## src/shared/dtc_pkg.sv

```systemverilog
package dtc_pkg;

	// ****************************************************
	// Widths
	// ****************************************************
	localparam int DTC_CNT_W = 8;
	localparam int DTC_PRE_W = 11;
	localparam int DTC_LS_W  = 3;

	// ****************************************************
	// Control register field positions
	// ****************************************************
	localparam int DTC_CR_FLOP_BIT = 7;
	localparam int DTC_CR_RUN_BIT  = 3;
	localparam int DTC_CR_SEL_LSB  = 4;
	localparam int DTC_CR_MODE_LSB = 0;

	// ****************************************************
	// Prescaler tap exponents (high-speed source)
	// ****************************************************
	localparam int DTC_TAP_SLOW = 11;
	localparam int DTC_TAP_MID  = 7;
	localparam int DTC_TAP_FAST = 5;
	localparam int DTC_TAP_TOP  = 3;

	// ****************************************************
	// Clock select codes
	// ****************************************************
	localparam logic [2:0] DTC_SEL_SLOW  = 3'h0;
	localparam logic [2:0] DTC_SEL_MID   = 3'h1;
	localparam logic [2:0] DTC_SEL_FAST  = 3'h2;
	localparam logic [2:0] DTC_SEL_TOP   = 3'h3;
	localparam logic [2:0] DTC_SEL_EVENT = 3'h7;

	// ****************************************************
	// Operating mode codes
	// ****************************************************
	localparam logic [2:0] DTC_MODE_TIMER = 3'h0;
	localparam logic [2:0] DTC_MODE_DIV   = 3'h1;

	// ****************************************************
	// Reset values
	// ****************************************************
	localparam logic [7:0] DTC_CR_RST  = 8'h00;
	localparam logic [7:0] DTC_CMP_RST = 8'h00;
	localparam logic [7:0] DTC_CNT_RST = 8'h00;
	localparam logic       DTC_FF_RST  = 1'b0;

	// ****************************************************
	// Control register layout
	// ****************************************************
	typedef struct packed {
		logic       flop_initial_value;
		logic [2:0] clock_select_field;
		logic       run_control_bit;
		logic [2:0] operating_mode_field;
	} dtc_ctrl_t;

	// Unit state shown to software
	typedef struct packed {
		logic [7:0] count;
		logic [7:0] compare;
		logic       flop;
	} dtc_stat_t;

endpackage

```

## src/hw/dtc_edge.sv

```systemverilog
`timescale 1ns/1ns
// ****************************************************
// Event input synchroniser and falling edge detector
// ****************************************************
module dtc_edge
	import dtc_pkg::*;
(
	// Clock and reset
	input  wire logic clk,
	input  wire logic sys_rst,
	input  wire logic ce,
	// Raw pin and detected edge
	input  wire logic pin_in,
	output logic      fall
);

	logic meta_ff;
	logic sync_ff;
	logic prev_ff;

	// Two-stage synchroniser, then one stage of history
	always_ff @(posedge clk) begin
		if (sys_rst) begin
			meta_ff <= 1'b1;
			sync_ff <= 1'b1;
			prev_ff <= 1'b1;
		end else if (ce) begin
			meta_ff <= pin_in;
			sync_ff <= meta_ff;
			prev_ff <= sync_ff;
		end
	end

	// One enable per high-to-low transition
	assign fall = ce & prev_ff & ~sync_ff;

endmodule

```

## src/hw/dtc_top.sv

```systemverilog
`timescale 1ns/1ns
// Behaviour
// - Timer mode counts internal ticks; match raises irq, clears, continues.
// - Event mode counts pin falls; match raises irq, clears, resumes.
// - Divider mode toggles the flop, clears counter and raises irq per match.
// - Divider output pin always shows the inverse of the flop.
// - Software loads the flop through its initial value bit; reset clears it.
// - Compare register has no shadow; new value compares immediately.
// - Stopping in divider mode holds the output level until flop rewritten.
// - Clearing bit 3 stops; clearing bit 7 then drives output high.
// - Clock select codes 000, 001, 010, 011 pick the documented prescaler taps.
// - Run bit 0 stops and clears the counter; 1 starts counting in timer and divider modes only.
module dtc_top
	import dtc_pkg::*;
#(
	parameter int UNITS = 2
)
(
	// Clock, reset, clock enable
	input  wire logic                 clk,
	input  wire logic                 sys_rst,
	input  wire logic                 ce,
	// Low-speed source tick and divider stage select
	input  wire logic                 low_speed_source,
	input  wire logic                 divider_stage_select,
	// Register writes, one strobe bit per unit
	input  wire logic [UNITS-1:0]     ctrl_wr,
	input  wire logic [7:0]           ctrl_wdata,
	input  wire logic [UNITS-1:0]     cmp_wr,
	input  wire logic [7:0]           cmp_wdata,
	// External event pins
	input  wire logic [UNITS-1:0]     event_input_pin,
	// Register and state read-back
	output dtc_ctrl_t [UNITS-1:0]     timer_control_register,
	output dtc_stat_t [UNITS-1:0]     unit_status,
	// Per-unit outputs
	output logic [UNITS-1:0]          divider_output_pin,
	output logic [UNITS-1:0]          timer_match_irq
);

	// ****************************************************
	// Elaboration checks
	// ****************************************************
	if (UNITS < 1 || UNITS > 8) begin : g_bad_units
		$error("dtc_top: UNITS must lie in 1..8");
	end

	// ****************************************************
	// Shared prescaler
	// ****************************************************
	logic [DTC_PRE_W-1:0] pre_ff;
	logic [DTC_LS_W-1:0]  ls_ff;
	logic                 tick_slow;
	logic                 tick_mid;
	logic                 tick_fast;
	logic                 tick_top;
	logic                 tick_ls8;

	// Free-running high-speed divider chain
	always_ff @(posedge clk) begin
		if (sys_rst) begin
			pre_ff <= '0;
		end else if (ce) begin
			pre_ff <= pre_ff + 1'b1;
		end
	end

	// Low-speed divide-by-eight on the sampled low-speed tick
	always_ff @(posedge clk) begin
		if (sys_rst) begin
			ls_ff <= '0;
		end else if (ce && low_speed_source) begin
			ls_ff <= ls_ff + 1'b1;
		end
	end

	// One-cycle tick when the low bits of the chain wrap
	assign tick_slow = ce & (&pre_ff[DTC_TAP_SLOW-1:0]);
	assign tick_mid  = ce & (&pre_ff[DTC_TAP_MID-1:0]);
	assign tick_fast = ce & (&pre_ff[DTC_TAP_FAST-1:0]);
	assign tick_top  = ce & (&pre_ff[DTC_TAP_TOP-1:0]);
	assign tick_ls8  = ce & low_speed_source & (&ls_ff);

	// ****************************************************
	// Timer units
	// ****************************************************
	for (genvar u = 0; u < UNITS; u++) begin : g_unit
		dtc_ctrl_t      ctrl_ff;
		logic [7:0]     cmp_ff;
		logic [7:0]     cnt_ff;
		logic           flop_ff;
		logic           pin_ff;
		logic           irq_ff;
		logic           ev_fall;
		logic           tick;
		logic           active;
		logic           hit;
		logic           nxt_flop;
		logic [7:0]     nxt_cnt;
		logic [7:0]     inc;

		dtc_edge u_edge (
			.clk     (clk),
			.sys_rst (sys_rst),
			.ce      (ce),
			.pin_in  (event_input_pin[u]),
			.fall    (ev_fall)
		);

		// Source clock selection
		always_comb begin
			case (ctrl_ff.clock_select_field)
				DTC_SEL_SLOW: begin
					tick = divider_stage_select ? tick_ls8 : tick_slow;
				end
				DTC_SEL_MID: begin
					tick = tick_mid;
				end
				DTC_SEL_FAST: begin
					tick = tick_fast;
				end
				DTC_SEL_TOP: begin
					tick = tick_top;
				end
				DTC_SEL_EVENT: begin
					tick = ev_fall;
				end
				default: begin
					tick = 1'b0;
				end
			endcase
		end

		// Only the 8-bit timer/event and divider modes count here
		assign active = ctrl_ff.run_control_bit &&
			(ctrl_ff.operating_mode_field == DTC_MODE_TIMER ||
			 ctrl_ff.operating_mode_field == DTC_MODE_DIV);
		assign inc = cnt_ff + 8'h01;
		// Live compare value, no shadow stage
		assign hit = active & tick & (inc == cmp_ff);

		// Next counter value
		always_comb begin
			if (!ctrl_ff.run_control_bit) begin
				nxt_cnt = DTC_CNT_RST;
			end else if (hit) begin
				nxt_cnt = DTC_CNT_RST;
			end else if (active && tick) begin
				nxt_cnt = inc;
			end else begin
				nxt_cnt = cnt_ff;
			end
		end

		// Next flop value: software load, else toggle on divider match
		always_comb begin
			if (ctrl_wr[u]) begin
				nxt_flop = ctrl_wdata[DTC_CR_FLOP_BIT];
			end else if (hit && ctrl_ff.operating_mode_field ==
				DTC_MODE_DIV) begin
				nxt_flop = ~flop_ff;
			end else begin
				nxt_flop = flop_ff;
			end
		end

		// Control register
		always_ff @(posedge clk) begin
			if (sys_rst) begin
				ctrl_ff <= DTC_CR_RST;
			end else if (ce && ctrl_wr[u]) begin
				ctrl_ff <= ctrl_wdata;
			end
		end

		// Compare register
		always_ff @(posedge clk) begin
			if (sys_rst) begin
				cmp_ff <= DTC_CMP_RST;
			end else if (ce && cmp_wr[u]) begin
				cmp_ff <= cmp_wdata;
			end
		end

		// Up-counter
		always_ff @(posedge clk) begin
			if (sys_rst) begin
				cnt_ff <= DTC_CNT_RST;
			end else if (ce) begin
				cnt_ff <= nxt_cnt;
			end
		end

		// Timer flop and its inverted pin image
		always_ff @(posedge clk) begin
			if (sys_rst) begin
				flop_ff <= DTC_FF_RST;
				pin_ff  <= ~DTC_FF_RST;
			end else if (ce) begin
				flop_ff <= nxt_flop;
				pin_ff  <= ~nxt_flop;
			end
		end

		// Match interrupt pulse
		always_ff @(posedge clk) begin
			if (sys_rst) begin
				irq_ff <= 1'b0;
			end else if (ce) begin
				irq_ff <= hit;
			end
		end

		assign timer_control_register[u] = ctrl_ff;
		assign unit_status[u].count      = cnt_ff;
		assign unit_status[u].compare    = cmp_ff;
		assign unit_status[u].flop       = flop_ff;
		assign divider_output_pin[u]     = pin_ff;
		assign timer_match_irq[u]        = irq_ff;
	end

endmodule

```

## config.mk

```make
export PLATFORM = sky130hd
export DESIGN_NAME = dtc_top
export DESIGN_NICKNAME = d
export VERILOG_FILES = /design/src/shared/dtc_pkg.sv /design/src/hw/dtc_edge.sv /design/src/hw/dtc_top.sv
export SDC_FILE = /design/constraint.sdc
export NUM_CORES = 1
export LEC_CHECK = 0
export CORE_MARGIN = 1.5
export CORE_UTILIZATION = 65
export CTS_BUF_LIST = sky130_fd_sc_hd__clkbuf_8
export CTS_CLUSTER_DIAMETER = 30
export DETAILED_ROUTE_END_ITERATION = 12
export DONT_BUFFER_PORTS = 1
export PLACE_DENSITY = 0.81
export SLEW_MARGIN = 40
export SYNTH_ARGS = -nofsm -noshare
export SYNTH_HDL_FRONTEND = slang
export SYNTH_SLANG_ARGS = --single-unit
export TNS_END_PERCENT = 20
```

## constraint.sdc

```tcl
create_clock -name clk -period 4.6 [get_ports clk]
set_input_delay 0.92 -clock clk [delete_from_list [all_inputs] [get_ports clk]]
set_output_delay 0.92 -clock clk [all_outputs]
set_load 0.1 [all_outputs]
```

==> results_dict.tcl, run 1 <==
set metrics [dict create \
    timing.critical_path.required_ps 4840 \
    setup_total_negative_slack_ps 0 \
    status "completed" \
    fp.dieW_um 79.6 \
    worstSetupStartpointType "flop" \
    prevailing_post_synth_register_cell "dfxtp_1" \
    hold-path-endpoint "ls_ff[1]" \
    count_of_yosys_warnings_during_synthesis 0 \
    vias_after_detailed_routing 3264 \
    vias_in_the_first_global_route 3045 \
    worst_hold_startpoint "ls_ff[1]" \
    timing_worst_slew_pin_value_ps 685 \
    core_area_um2 5570 \
    final_min_period_over_clock_period_pct 62.8 \
    setup_repair_after_global_routing_missed_its_margin "no" \
    power_density_nw_per_um2 330 \
    critical_path_class "flop to flop" \
    final_max_slew_viol_count 0 \
    dp_cells 515 \
    global_route_wire_length_before_repair_um 14500 \
    leakage_nw 1.61 \
    postSynthRegisterBits 74 \
    terminus_of_the_critical_flop_to_flop_path "g_unit[0].pin_ff" \
    share_of_flip_flops_with_an_asynchronous_set_or_reset_after_synthesis_pct 0 \
    synthesis.area_um2 3810 \
    clock.fmax_mhz 346 \
    cts-resized-gates 0 \
    clock_path_buffers 2 \
    via_per_inst 6.16 \
    reg2reg_slack_ps 1710 \
    ys_types 69 \
    largest_area_contributor_in_the_synthesized_netlist "dfxtp_1" \
    min_path_cells 2 \
    place_congestion 0.827 \
    postRouteWirelength_um 8890 \
    row_count 27 \
    finalNonFillerCells 530 \
    all_layer_gr_usage_pct 29.5 \
    place_worst_setup_slack_ps 1740 \
    ratio_of_cells_with_drive_above_1_in_the_final_layout_pct 21.4 \
    ant_nets 0 \
    clock_tree_from_tritoncts "built" \
    area_delta_synth_final_pct 8.76 \
    timing.max_cap.violations 0 \
    wire_per_inst_um 16.8 \
    skew_ps 7.63 \
    sequential_cell_area_um2 1520 \
    design.final.nets 488 \
    final_area_um2 4150 \
    cts_hold_buffers 0 \
    number_of_synthesized_flops_with_an_enable_pin 0 \
    syn_nets 484 \
    antenna_cells_inserted 0 \
    clk-insertion-delay-late_ps 350 \
    fill_cells 436 \
    final_count_of_hold_timing_violations 0 \
    cell_area_reported_after_detailed_placement_um2 3960 \
    die-height_um 79.6 \
    setup-violations-final 0 \
    clk_transition_reported_paths_ps 70 \
    fin_ws_ps 1710 \
    antenna_found_initial 0 \
    first_element_of_the_critical_path "g_unit[0].cnt_ff[1]" \
    critical_path.endpoint_type "flop" \
    post_cts.repair.setup_buffers 0 \
    power.ir.vdd_worst_v 0.000290 \
    cts_buffers 9 \
    initial_core_utilization_pct 68.4 \
    multi_input_area_um2 2160 \
    worst_ep_arrival_time_ps 3130 \
    slew_headroom_pct 54.4 \
    drt_first_pass_iters 4 \
    synthesis.instances 450 \
    clock-root-buffer "clkbuf_8" \
    synth_largest_type_area_fraction_pct 38.9 \
    buffer_ports.inserted 0 \
    clock_sink_count 74 \
    synth_area_leaders "dfxtp_1 39%, nand2_1 7.6%, a21oi_1 5.5%" \
    dieArea_um2 6330 \
    worstPathMaxFanout 8 \
    drc 0 \
    postSynthAreaPerCell_um2 8.47 \
    detailedRoute.firstIterationViolations 242 \
    reg2regPathDepth 9 \
    htree_num_levels 3 \
    io-pin-count 81 \
    r2r-start "g_unit[0].cnt_ff[1]" \
    grt_remaining_overflow 0 \
    hpwl_um 6330 \
    synth_seq_area_share_pct 38.9 \
    post-route-min-period_ps 2890 \
    grt_start_max_net_pins 61 \
    hold_path_class "flop to flop" \
]
report_power, final:
part	internal, W	leakage, nW	switching, W	total, W
Sequential	0.000663	0.615	0.000113	0.000776
Clock	0.000257	0.105	0.000235	0.000492
Combinational	0.0000362	0.890	0.0000639	0.000100
registers in the layout, summed over array words and instances, names as in the netlist:
name / count
g_unit.cmp_ff: 16
g_unit.cnt_ff: 16
g_unit.flop_ff: 2
g_unit.irq_ff: 2
g_unit.pin_ff: 2
g_unit.u_edge.meta_ff: 2
g_unit.u_edge.prev_ff: 2
g_unit.u_edge.sync_ff: 2
ls_ff: 3
pre_ff: 11
timer_control_register: 16
synth_stat cells (3+ instances only):
cell type,n
o21ai_0,14
mux2i_1,13
dfxtp_1,74
xnor2_1,14
nor2b_1,5
ha_1,7
nand4_1,9
or2_2,3
buf_4,7
buf_1,3
a21o_1,6
nor3_1,3
nand3b_1,3
nor2_1,30
inv_1,8
a21oi_2,6
clkbuf_1,11
nand3_1,28
a22o_1,4
buf_2,6
a21oi_1,42
nand2_1,77
a31oi_1,3
or3_1,7
xor2_1,12
and2_1,3
per-stage QoR:
stage / utilization [%] / hold WS, ps / total power (W)
finish: 74.4 / 460 / 0.00137
global route: 74.4 / 470 / 0.00141
CTS: 74.4 / 461 / 0.00137
detailed placement: 71.1 / 451 / 0.000891
global placement: 70.2 / 442 / 0.000884
floorplan: - / 434 / 0.000882
placed cells by master (no fill, tap or decap), types with 5 or more instances in the layout:
master and count:
clkbuf_8 10, buf_4 21, nor2b_1 5, o21ai_0 14
inv_1 10, mux2i_1 13, ha_1 7, nor2_1 30
dfxtp_2 33, xor2_1 12, nand2_1 77, nand3_1 28
nand4_1 9, xnor2_1 14, a21oi_1 42, or3_1 7
a21o_1 6, a21oi_2 6, dfxtp_1 41
metal layers:
layer  routed length [µm]  global-route usage (%)  share of wire [%]
met1                 3600                    34.8                 40
met2                 4360                    49.7                 49
met3                  747                    7.31                8.4
met4                  178                    14.2                2.0
met5                    0                       0                  0
worst max-delay path by stage:
stage	endpoint	slack, ps
6_report	g_unit[0].pin_ff	1710
5_1_grt	g_unit[0].pin_ff	1480
4_1_cts	g_unit[0].pin_ff	1720
3_5_place_dp	g_unit[0].pin_ff	1740
3_3_place_gp	g_unit[0].cnt_ff[7]	1710
2_1_floorplan	g_unit[0].pin_ff	1510
cell type report:
class	instances	share of cell area (%)
tap	72	2.17
multi-input combinational	340	52.1
clock buffer	10	3.32
clock inverter	5	1.15
sequential	74	36.7
inverter	8	0.724
timing repair buffer	21	3.80
cell families (layout without fill, tap and decap cells):
| kind of cell | count (synthesis) | count (layout) | synth area share, % |
|---|---|---|---|
| DFF | 74 | 74 | 38.9 |
| AOI/OAI and AO/OA | 97 | 97 | 17.5 |
| xor gates and xnor gates | 28 | 28 | 7.25 |
| adders and majority gates | 7 | 7 | 2.30 |
| muxes | 16 | 16 | 4.30 |
| buffers and inverters | 36 | 44 | 4.63 |
| and+or+nand+nor | 192 | 192 | 25.1 |
worst max-delay path, stage by stage (launching register included):
cell and delay [ps]:
dfxtp_1 310, buf_4 320, ha_1 400, nand3_1 170
xnor3_4 350, a2111oi_2 360, o2111a_2 310, nand3_1 130
xnor2_1 180, o311ai_0 260
(Power assumes the default switching activity.)
==> inputs of run 2 (changes only) <==
- clock period: 4.6 -> 2.8 ns (I/O delays scaled with it)
==> run 2 against run 1 <==
Core utilization grew 3.5 points. Critical path type unchanged. Setup slack worse by 1500 ps. Largest cell class unchanged. First-iteration DRC count rose by 12%. Fmax grew 13%.
==> results_dict.tcl, run 2 (synthesis results as in run 1) <==
set metrics [dict create \
    timing.max_cap.violations 0 \
    sequential_cell_area_um2 1500 \
    place_worst_setup_slack_ps 190 \
    worst_ep_arrival_time_ps 2850 \
    grt_start_max_net_pins 61 \
    clock-root-buffer "clkbuf_8" \
    clock_path_buffers 2 \
    cts_buffers 9 \
    buffer_ports.inserted 0 \
    critical_path.endpoint_type "flop" \
    via_per_inst 5.97 \
    antenna_cells_inserted 0 \
    all_layer_gr_usage_pct 29.6 \
    hold_path_class "primary input to flop" \
    initial_core_utilization_pct 68.4 \
    htree_num_levels 3 \
    drc 0 \
    hpwl_um 6460 \
    final_min_period_over_clock_period_pct 90.8 \
    post-route-util_pct 77.8 \
    die-height_um 79.6 \
    status "completed" \
    multi_input_area_um2 2160 \
    antenna_found_initial 0 \
    core_area_um2 5570 \
    global_route_wire_length_before_repair_um 14500 \
    dieArea_um2 6330 \
    reg2reg_slack_ps 260 \
    worstSetupStartpointType "flop" \
    global_routing_s_busiest_layer "met2" \
    worst_path_largest_cell_delay_ps 460 \
    worstPathMaxFanout 6 \
    critical_path_class "flop to flop" \
    detailedRoute.firstIterationViolations 270 \
    finalNonFillerCells 560 \
    postRouteWirelength_um 8970 \
    terminus_of_the_critical_flop_to_flop_path "g_unit[0].cnt_ff[2]" \
    post-route-min-period_ps 2540 \
    mostFrequentLayoutCell "nand2_1" \
    grt.met3_usage_pct 11.9 \
    min_path_cells 1 \
    r2r-start "pre_ff[0]" \
    ratio_of_cells_with_drive_above_1_in_the_final_layout_pct 23.0 \
    fp.dieW_um 79.6 \
    grt_remaining_overflow 0 \
    grt_util_met1_pct 31.0 \
    cpMaxStageDelayCell "or3b_4" \
    final_count_of_hold_timing_violations 0 \
    groute.layer.met2.usage_pct 52.0 \
    leakage_nw 1.74 \
    clock.fmax_mhz 393 \
    worst-path-buf-inv 0 \
    drt_first_pass_iters 4 \
    setup_repair_after_global_routing_missed_its_margin "no" \
    clk-insertion-delay-late_ps 360 \
    ant_nets 0 \
    area_delta_synth_final_pct 13.8 \
    cpLargestDelayFamily "simple AND/OR/NAND/NOR gates" \
    vias_in_the_first_global_route 3288 \
    skew_ps 10.7 \
    setup-violations-final 0 \
    slew_headroom_pct 49.2 \
    power_density_nw_per_um2 518 \
    timing_worst_slew_pin_value_ps 757 \
    reg2regPathDepth 10 \
    power_w 0.00225 \
    timing.critical_path.required_ps 3110 \
    worst_hold_startpoint "sys_rst" \
    hold-path-endpoint "g_unit[1].irq_ff" \
    vias_after_detailed_routing 3344 \
    wire_per_inst_um 16.0 \
    power.ir.vdd_worst_v 0.000563 \
    fin_ws_ps 256 \
    cp_cell_sequence "ha_1 > and3_1 > ha_1 > or3b_2 > a31oi_1 > a21oi_1 > a21oi_2 > or3b_4 > a21oi_2 > a21o_1" \
    clock_tree_from_tritoncts "built" \
    io-pin-count 81 \
    design.final.nets 517 \
    row_count 27 \
    clock_sink_count 74 \
    dp_cells 544 \
    clk_transition_reported_paths_ps 80 \
    layout_common_cells "77 x nand2_1, 59 x dfxtp_1, 50 x buf_4" \
    place_congestion 0.911 \
    final_max_slew_viol_count 0 \
    fill_cells 415 \
]
==> run 2: report_power, final <==
| group | internal, W | switching, W |
|---|---|---|
| Clock | 0.000354 | 0.000430 |
| Combinational | 0.0000819 | 0.000248 |
| Sequential | 0.00109 | 0.0000473 |
==> run 2: area by class of cell <==
cell class	count	area share (%)
multi-input cells	340	49.7
clock buffers	10	3.17
well taps	72	2.08
repair buffers	50	8.65
clock inverters	6	1.12
flip-flops and latches	74	34.6
inverters	8	0.692
==> run 2: worst max path at each step <==
| stage | startpoint | to | slack, ps | cells past startpoint |
|---|---|---|---|---|
| floorplan | g_unit[1].cnt_ff[3] | g_unit[1].cnt_ff[5] | -10 | 7 |
| global placement | pre_ff[0] | g_unit[0].cnt_ff[7] | 260 | 10 |
| detailed placement | pre_ff[0] | g_unit[0].cnt_ff[2] | 190 | 10 |
| CTS | pre_ff[0] | g_unit[0].cnt_ff[2] | 160 | 10 |
| global route | pre_ff[0] | g_unit[0].cnt_ff[4] | 40 | 10 |
| finish | pre_ff[0] | g_unit[0].cnt_ff[2] | 260 | 10 |
==> run 2: layer usage <==
metal,wire [µm],vias up,share of wire (%)
li1,-,1653,-
met1,3610,1562,40
met2,4490,111,50
met3,692,18,7.7
met4,178,0,2.0
met5,0,-,0
==> run 2: repair_timing <==
item,4_1_cts,5_1_grt
hold buffers,0,0
hold endpoints to repair,0,0
endpoints found under the setup margin,0,2
buffers inserted,0,0
gates resized for setup,0,1
==> run 2: metrics by stage <==
step	hold WS, ps	cell area, µm²	setup TNS (ps)
after global placement	442	4140	0
after floorplan	434	3820	-12.3
after CTS	243	4340	0
after detailed placement	450	4150	0
final	249	4340	0
after global routing	237	4340	0
